`src/wdcs_consts.svh`:
```
// Constants for the watchdog control/status block: field positions,
// reset values and register offsets.
// Assumes inclusion by the package and the block only.
`ifndef WDCS_CONSTS_SVH
`define WDCS_CONSTS_SVH

`define WDCS_CTRL_STATUS_OFS   4'h0
`define WDCS_COUNTER_OFS       4'h1
`define WDCS_FLAG_BIT          7
`define WDCS_MODE_BIT          6
`define WDCS_EN_BIT            5
`define WDCS_SRC_BIT           4
`define WDCS_ACT_BIT           3
`define WDCS_CTRL_RESET        8'h00
`define WDCS_CNT_MAX           8'hff
`define WDCS_CNT_ZERO          8'h00

`endif

```
`src/wdcs_pkg.sv`:
```
// Types shared by the watchdog control/status block.
// Assumes wdcs_consts.svh is on the include path.
`default_nettype none
`include "wdcs_consts.svh"

package wdcs_pkg;
	typedef struct packed {
		logic       overflow_flag;
		logic       timer_mode_select;
		logic       count_enable_bit;
		logic       prescaler_source_select;
		logic       overflow_action;
		logic [2:0] tap_select;
		logic [7:0] watchdog_counter;
		logic       flag_read_armed;
		logic       tick_sys_s1;
		logic       tick_sys_s2;
		logic       tick_sys_d;
		logic       tick_sub_s1;
		logic       tick_sub_s2;
		logic       tick_sub_d;
		logic [7:0] rd_data;
		logic       nmi_req;
		logic       reset_req;
	} wdcs_state_t;
endpackage

`default_nettype wire

```
`src/wdcs_watchdog.sv`:
```
// Watchdog control/status block: 8-bit counter, overflow flag and
// overflow action, registers over a plain strobe port.
// Assumes prescaler taps arrive as levels from another domain; the chip
// applies nrst when reset_req pulses.
//
// Function
// - Set overflow flag when counter wraps from all-ones to zero.
// - Internal reset request in watchdog mode clears the overflow flag.
// - Flag cleared by writing 0 only after a read that saw it set.
// - Writing 0 to count enable clears the overflow flag.
// - Mode bit 6: 0 interval timer, 1 watchdog timer; resets to 0.
// - Count enable bit 5 starts counting when set; resets to 0.
// - Clearing count enable halts the counter and zeroes it.
// - Source bit 4 picks system or sub-clock prescaler tap.
// - Action bit 3 at 0 makes a watchdog-mode overflow request an interrupt; interval mode requests nothing.
// - Action bit at 1 makes a watchdog-mode overflow request an internal reset.
//
// Added by the designer: the placing of the registers and strobed register access.
`default_nettype none
`include "wdcs_consts.svh"

module wdcs_watchdog
	import wdcs_pkg::*;
(
	input  wire logic       sys_clk,
	input  wire logic       nrst,
	input  wire logic [3:0] reg_addr,
	input  wire logic [7:0] reg_wdata,
	input  wire logic       reg_wr,
	input  wire logic       reg_rd,
	input  wire logic       sys_tap,
	input  wire logic       sub_tap,
	output logic      [7:0] reg_rdata,
	output logic      [2:0] tap_select,
	output logic      [7:0] watchdog_counter,
	output logic            overflow_flag,
	output logic            nmi_req,
	output logic            reset_req
);

	wdcs_state_t st_reg;
	wdcs_state_t st_next;

	// Control byte after reset; every control field starts from it
	localparam logic [7:0] CTRL_RST = `WDCS_CTRL_RESET;

	// Whole-state reset image. The tap pipelines start low, at the idle
	// level of the taps, so no false edge is counted just after reset.
	localparam wdcs_state_t WDCS_RESET_STATE = '{
		overflow_flag:           CTRL_RST[`WDCS_FLAG_BIT],
		timer_mode_select:       CTRL_RST[`WDCS_MODE_BIT],
		count_enable_bit:        CTRL_RST[`WDCS_EN_BIT],
		prescaler_source_select: CTRL_RST[`WDCS_SRC_BIT],
		overflow_action:         CTRL_RST[`WDCS_ACT_BIT],
		tap_select:              CTRL_RST[2:0],
		watchdog_counter:        `WDCS_CNT_ZERO,
		flag_read_armed:         1'b0,
		tick_sys_s1:             1'b0,
		tick_sys_s2:             1'b0,
		tick_sys_d:              1'b0,
		tick_sub_s1:             1'b0,
		tick_sub_s2:             1'b0,
		tick_sub_d:              1'b0,
		rd_data:                 8'h00,
		nmi_req:                 1'b0,
		reset_req:               1'b0
	};

	// Register image of the control fields, as software reads it
	function automatic logic [7:0] wdcs_ctrl_image(input wdcs_state_t s);
		logic [7:0] img;
		img                 = 8'h00;
		img[`WDCS_FLAG_BIT] = s.overflow_flag;
		img[`WDCS_MODE_BIT] = s.timer_mode_select;
		img[`WDCS_EN_BIT]   = s.count_enable_bit;
		img[`WDCS_SRC_BIT]  = s.prescaler_source_select;
		img[`WDCS_ACT_BIT]  = s.overflow_action;
		img[2:0]            = s.tap_select;
		return img;
	endfunction

	// One-cycle pulse on a rising edge of a synchronised tap level
	function automatic logic wdcs_rise(input logic lvl, input logic lvl_d);
		return lvl & ~lvl_d;
	endfunction

	always_comb begin
		logic       sys_edge;
		logic       sub_edge;
		logic       sel_edge;
		logic       wrap;
		logic       hit_ctrl;
		logic       hit_cnt;
		logic       ctrl_wr;
		logic       ctrl_rd;
		logic       clear_ok;
		sys_edge = 1'b0;
		sub_edge = 1'b0;
		sel_edge = 1'b0;
		wrap     = 1'b0;
		hit_ctrl = 1'b0;
		hit_cnt  = 1'b0;
		ctrl_wr  = 1'b0;
		ctrl_rd  = 1'b0;
		clear_ok = 1'b0;
		st_next  = st_reg;

		// Taps come from another clock domain: two flops each, and only
		// stage two feeds the edge detect, so a metastable first stage
		// never reaches the counter
		st_next.tick_sys_s1 = sys_tap;
		st_next.tick_sys_s2 = st_reg.tick_sys_s1;
		st_next.tick_sys_d  = st_reg.tick_sys_s2;
		st_next.tick_sub_s1 = sub_tap;
		st_next.tick_sub_s2 = st_reg.tick_sub_s1;
		st_next.tick_sub_d  = st_reg.tick_sub_s2;
		sys_edge = wdcs_rise(st_reg.tick_sys_s2, st_reg.tick_sys_d);
		sub_edge = wdcs_rise(st_reg.tick_sub_s2, st_reg.tick_sub_d);

		// Both pipelines run all the time; a source switch that lands on
		// an edge of the new tap may still count once
		// tap source select
		if (st_reg.prescaler_source_select) begin
			sel_edge = sub_edge;
		end else begin
			sel_edge = sys_edge;
		end

		// Register decode
		hit_ctrl = (reg_addr == `WDCS_CTRL_STATUS_OFS);
		hit_cnt  = (reg_addr == `WDCS_COUNTER_OFS);
		ctrl_wr  = reg_wr & hit_ctrl;
		ctrl_rd  = reg_rd & hit_ctrl;

		// Request outputs are one-cycle pulses
		st_next.nmi_req   = 1'b0;
		st_next.reset_req = 1'b0;

		if (st_reg.count_enable_bit && sel_edge) begin
			wrap = (st_reg.watchdog_counter == `WDCS_CNT_MAX);
			st_next.watchdog_counter = st_reg.watchdog_counter + 8'h01;
		end

		// Read data stand for the one cycle after the strobe, else zero;
		// the counter reads at its own offset, other offsets read zero
		st_next.rd_data = 8'h00;
		if (ctrl_rd) begin
			st_next.rd_data = wdcs_ctrl_image(st_reg);
		end else if (reg_rd && hit_cnt) begin
			st_next.rd_data = st_reg.watchdog_counter;
		end

		// read of set flag arms clear
		if (ctrl_rd && st_reg.overflow_flag) begin
			st_next.flag_read_armed = 1'b1;
		end

		if (ctrl_wr) begin
			st_next.timer_mode_select = reg_wdata[`WDCS_MODE_BIT];
			st_next.count_enable_bit = reg_wdata[`WDCS_EN_BIT];
			st_next.prescaler_source_select = reg_wdata[`WDCS_SRC_BIT];
			st_next.overflow_action = reg_wdata[`WDCS_ACT_BIT];
			// Tap select feeds the prescaler outside this block; inside it is only read back
			st_next.tap_select = reg_wdata[2:0];
			// only a 0 after an armed read clears; a 1 is
			// ignored, so a control update that writes 1 and keeps count enable set leaves the flag alone
			clear_ok = !reg_wdata[`WDCS_FLAG_BIT] &&
				st_reg.flag_read_armed;
			if (clear_ok) begin
				st_next.overflow_flag   = 1'b0;
				st_next.flag_read_armed = 1'b0;
			end
			// disable clears flag and zeroes counter; it also
			// drops a same-cycle wrap, since counting stops at once
			if (!reg_wdata[`WDCS_EN_BIT]) begin
				st_next.overflow_flag    = 1'b0;
				st_next.flag_read_armed  = 1'b0;
				st_next.watchdog_counter = `WDCS_CNT_ZERO;
				wrap = 1'b0;
			end
		end

		if (wrap) begin
			// set wins over a same-cycle clear by an armed write of 0
			st_next.overflow_flag = 1'b1;
			if (st_reg.timer_mode_select) begin
				if (st_reg.overflow_action) begin
					st_next.reset_req = 1'b1;
					st_next.overflow_flag   = 1'b0;
					st_next.flag_read_armed = 1'b0;
				end else begin
					st_next.nmi_req = 1'b1;
				end
			end
		end
	end

	always_ff @(posedge sys_clk or negedge nrst) begin
		if (!nrst) begin
			st_reg <= WDCS_RESET_STATE;
		end else begin
			st_reg <= st_next;
		end
	end

	assign reg_rdata        = st_reg.rd_data;
	assign tap_select       = st_reg.tap_select;
	assign watchdog_counter = st_reg.watchdog_counter;
	assign overflow_flag    = st_reg.overflow_flag;
	assign nmi_req          = st_reg.nmi_req;
	assign reset_req        = st_reg.reset_req;

endmodule

`default_nettype wire

```
`config.mk`:
```
export PLATFORM = sky130hd
export DESIGN_NAME = wdcs_watchdog
export DESIGN_NICKNAME = d
export VERILOG_FILES = /design/src/wdcs_pkg.sv /design/src/wdcs_watchdog.sv
export VERILOG_INCLUDE_DIRS = /design/src
export SDC_FILE = /design/constraint.sdc
export NUM_CORES = 1
export LEC_CHECK = 0
export BUFFER_PORTS_ARGS = -buffer_cell sky130_fd_sc_hd__buf_2
export CAP_MARGIN = 40
export CORE_UTILIZATION = 51
export DETAILED_ROUTE_END_ITERATION = 8
export PLACE_DENSITY = 0.84
export SETUP_SLACK_MARGIN = 0.5
export SYNTH_ARGS = -nofsm -noshare
export SYNTH_HDL_FRONTEND = slang
export SYNTH_SLANG_ARGS = --single-unit
```
`constraint.sdc`:
```
create_clock -name sys_clk -period 2.1 [get_ports sys_clk]
set_input_delay 0.21 -clock sys_clk [delete_from_list [all_inputs] [get_ports sys_clk]]
set_output_delay 0.21 -clock sys_clk [all_outputs]
set_load 0.05 [all_outputs]
```
==> summary.txt <==
Pwr
  – PD cells: 1160 nW/um2
  – Tot Pwr: 2.05 mW
  – Peak VDD IR: 480 uV
  – Leak pwr: 0.901 nW

Cells and area
  – Register Area: 827 um2
  – # fillers: 216
  – Final Util: 62.8%
  – Final Non-Filler Cells: 183
  – Design area: 1760 um2
  – Multi-input gate area: 559 um2
  – Share of cells above drive strength 1: 46.1%
  – Area Growth Syn to Fin: 14.6%
  – Antenna Cells: 0
  – Final nets: 171

Setup path
  – Crit path capture type: flop
  – Reg2reg setup slack: 540 ps
  – Crit path largest cell delay: 400 ps
  – Data arrival, critical path: 1790 ps
  – Worst Path Buf+Inv: 0
  – Crit-path cells: and4bb_4 -> o21ai_4 -> or3_4 -> o221a_4
  – R2r worst-path depth: 4
  – Reg2reg start: st_reg[29]
  – CP delay by family, top: simple AND/OR/NAND/NOR gates
  – Crit-path max FO: 4
  – RR Endpoint: st_reg[16]
  – CP Launch Type: flop
  – Crit path kind: reg -> reg
  – Crit path max-delay cell type: dfrtp_1
  – WP data required: 2330 ps

Floorplanning
  – Die area: 3240 um2
  – Effective utilization at floorplan: 54.8%
  – Die width: 56.9 um
  – Placeable Area: 2810 um2
  – IO Count: 40
  – Row cnt: 19
  – Die height: 56.9 um

STA
  – Relative slew slack: 52.9%
  – Max-slew violation count: 0
  – Worst slew pin tran: 707 ps
  – Setup violators final: 0
  – Unrepaired setup endpoints after global routing: false
  – Period utilization: 74.5%
  – Setup ws final: 536 ps
  – F_max: 0.639 GHz
  – Clock Skews: 11.4 ps
  – Final hold violation count: 0
  – Final min period: 1560 ps
  – Hold WS: 111 ps
  – TNS Setup: 0 ps

Placement
  – Area after DPL: 1620 um2
  – Placed cell count: 168
  – RePlAce Congestion: 0.804
  – IO Port Bufs: 39
  – HPWL Detailed: 1920 um
  – Pre-CTS setup slack: 191 ps

Detailed routing
  – First drt pass iteration count: 6
  – Initial DRC count: 34
  – Vias: 1020
  – Wire per inst: 15.3 um
  – Drt total wl: 2800 um
  – # DRC: 8
  – Antenna Nets Post-Route: 0
  – Via/cell ratio: 5.57

Outcome
  – Status: complete, but fails checks
  – Failing checks: DRC

Synth
  – Syn Inst Count: 119
  – Register bit total from synthesis: 33
  – Sequential area share after synthesis: 53.7%
  – Syn_nets: 138
  – YS warnings: 0
  – Avg Inst Size Synth: 12.9 um2
  – Count of cell types in the netlist: 33
  – Mapped cell area: 1540 um2

Clocking
  – Clock buffer depth: 2
  – Clk sinks: 33
  – Cts bufs inserted: 5
  – Root buf cell: clkbuf_4
  – Clock slew at reported path FFs: 100 ps
  – Worst-Skew Late Latency: 330 ps
  – CTS tree: built
  – CTS H-tree depth: 2

GRT
  – Largest net degree at the start of global routing: 34
  – GRT overflow: 0
  – Global-route wire length before repair: 4350 um
  – Number of global-route vias before repair: 969
  – Gr usage total: 18.4%
  – GRT busiest layer: met2
  – Grt met1 use: 21.5%
  – GR Util met3: 4.38%
  – Met2 Usage GRT: 29.6%
  – Initial antenna violation count: 0

Run
  – Max Cap Violations: 0

Min path
  – Min-delay worst type: in -> reg
  – Hold Path Origin: reg_wdata[4]
  – Hold Path Stages: 2
  – Hold endpoint: st_reg[29]
-- worst max-delay path by stage --
stage / startpoint / endpoint / cells past startpoint
5_1_grt: watchdog_counter[3] / st_reg[16] / 4
4_1_cts: st_reg[29] / st_reg[16] / 4
3_3_place_gp: reg_addr[0] / tap_select[1] / 4
6_report: st_reg[29] / st_reg[16] / 4
3_5_place_dp: reg_addr[0] / overflow_flag / 5
2_1_floorplan: st_reg[29] / st_reg[16] / 5
-- worst register-to-register path, delay by kind of cell (launching register included) --
kind / cells / cell delay (ps)
and+or+nand+nor: 2 / 740
AOI/OAI and AO/OA: 2 / 330
DFF: 1 / 400
-- power breakdown --
part	switching, mW	total (mW)	internal [mW]
Sequential	0.155	0.922	0.767
Combinational	0.530	0.770	0.240
Clock	0.197	0.355	0.158
Total	0.882	2.05	1.17
-- layer usage --
metal | wire length, um | vias to the layer above
met3 | 171 | 8
li1 | - | 470
met4 | 75 | 0
met2 | 1440 | 38
met1 | 1110 | 504
met5 | 0 | -
-- timing repair --
action	4_1_cts	5_1_grt
resized for setup	5	2
buffers inserted	4	1
cloned	0	0
pin swaps	4	1
endpoints found under the hold margin	35	0
setup endpoints to repair	3	2
hold buffers	3	0
-- synth_stat cells --
cell type,count,share of area [%]
nor2_1,10,2.4
and2_1,2,0.81
clkbuf_1,1,0.24
nor4b_4,1,1.5
a21oi_1,1,0.33
mux2i_1,1,0.65
buf_6,1,0.73
inv_1,1,0.24
and4_1,1,0.57
a21o_1,1,0.49
and4bb_1,1,0.81
nor3b_2,1,0.81
or3_4,2,1.5
mux2_4,7,6.8
and4b_2,1,0.73
o21ai_0,2,0.65
dfrtp_1,33,54
and4b_1,1,0.65
a22o_1,8,4.6
or3b_1,1,0.57
a21boi_0,1,0.49
buf_2,2,0.65
buf_4,19,9.3
and3_1,1,0.41
xor2_1,7,4.0
o2111ai_1,2,1.1
nand2_1,2,0.49
o21ai_1,1,0.33
nor3b_1,1,0.49
nand3_1,1,0.33
ha_1,1,0.81
o221a_4,1,1.3
o211ai_1,3,1.5
-- cell type report --
class	instances	area share, %
inverter	1	0.213
tap	31	2.20
sequential	33	46.9
timing repair buffer	49	15.8
clock buffer	7	3.12
multi-input combinational	62	31.7
-- kinds of logic after synthesis --
| kind of cell | count (synthesis) | synth area share [%] |
|---|---|---|
| flops | 33 | 53.7 |
| simple gates | 26 | 12.1 |
| buf+inv | 24 | 11.1 |
| compound gates | 20 | 10.7 |
| mux | 8 | 7.49 |
| xor+xnor | 7 | 3.99 |
| fa+ha+maj | 1 | 0.814 |
-- layout by cell type, fill, tap and decap left out, types with 2 or more instances in the layout --
cell type	instances
a22o_1	8
o211ai_1	3
dfrtp_1	32
buf_2	39
nor2_1	10
and4b_2	2
buf_4	7
mux2_4	7
dlygate4sd3_1	3
o21ai_0	2
o2111ai_1	2
or3_4	2
clkbuf_4	5
xor2_1	7
and2_1	2
nand2_1	2
Note: power is estimated with default switching activity, not from simulation.
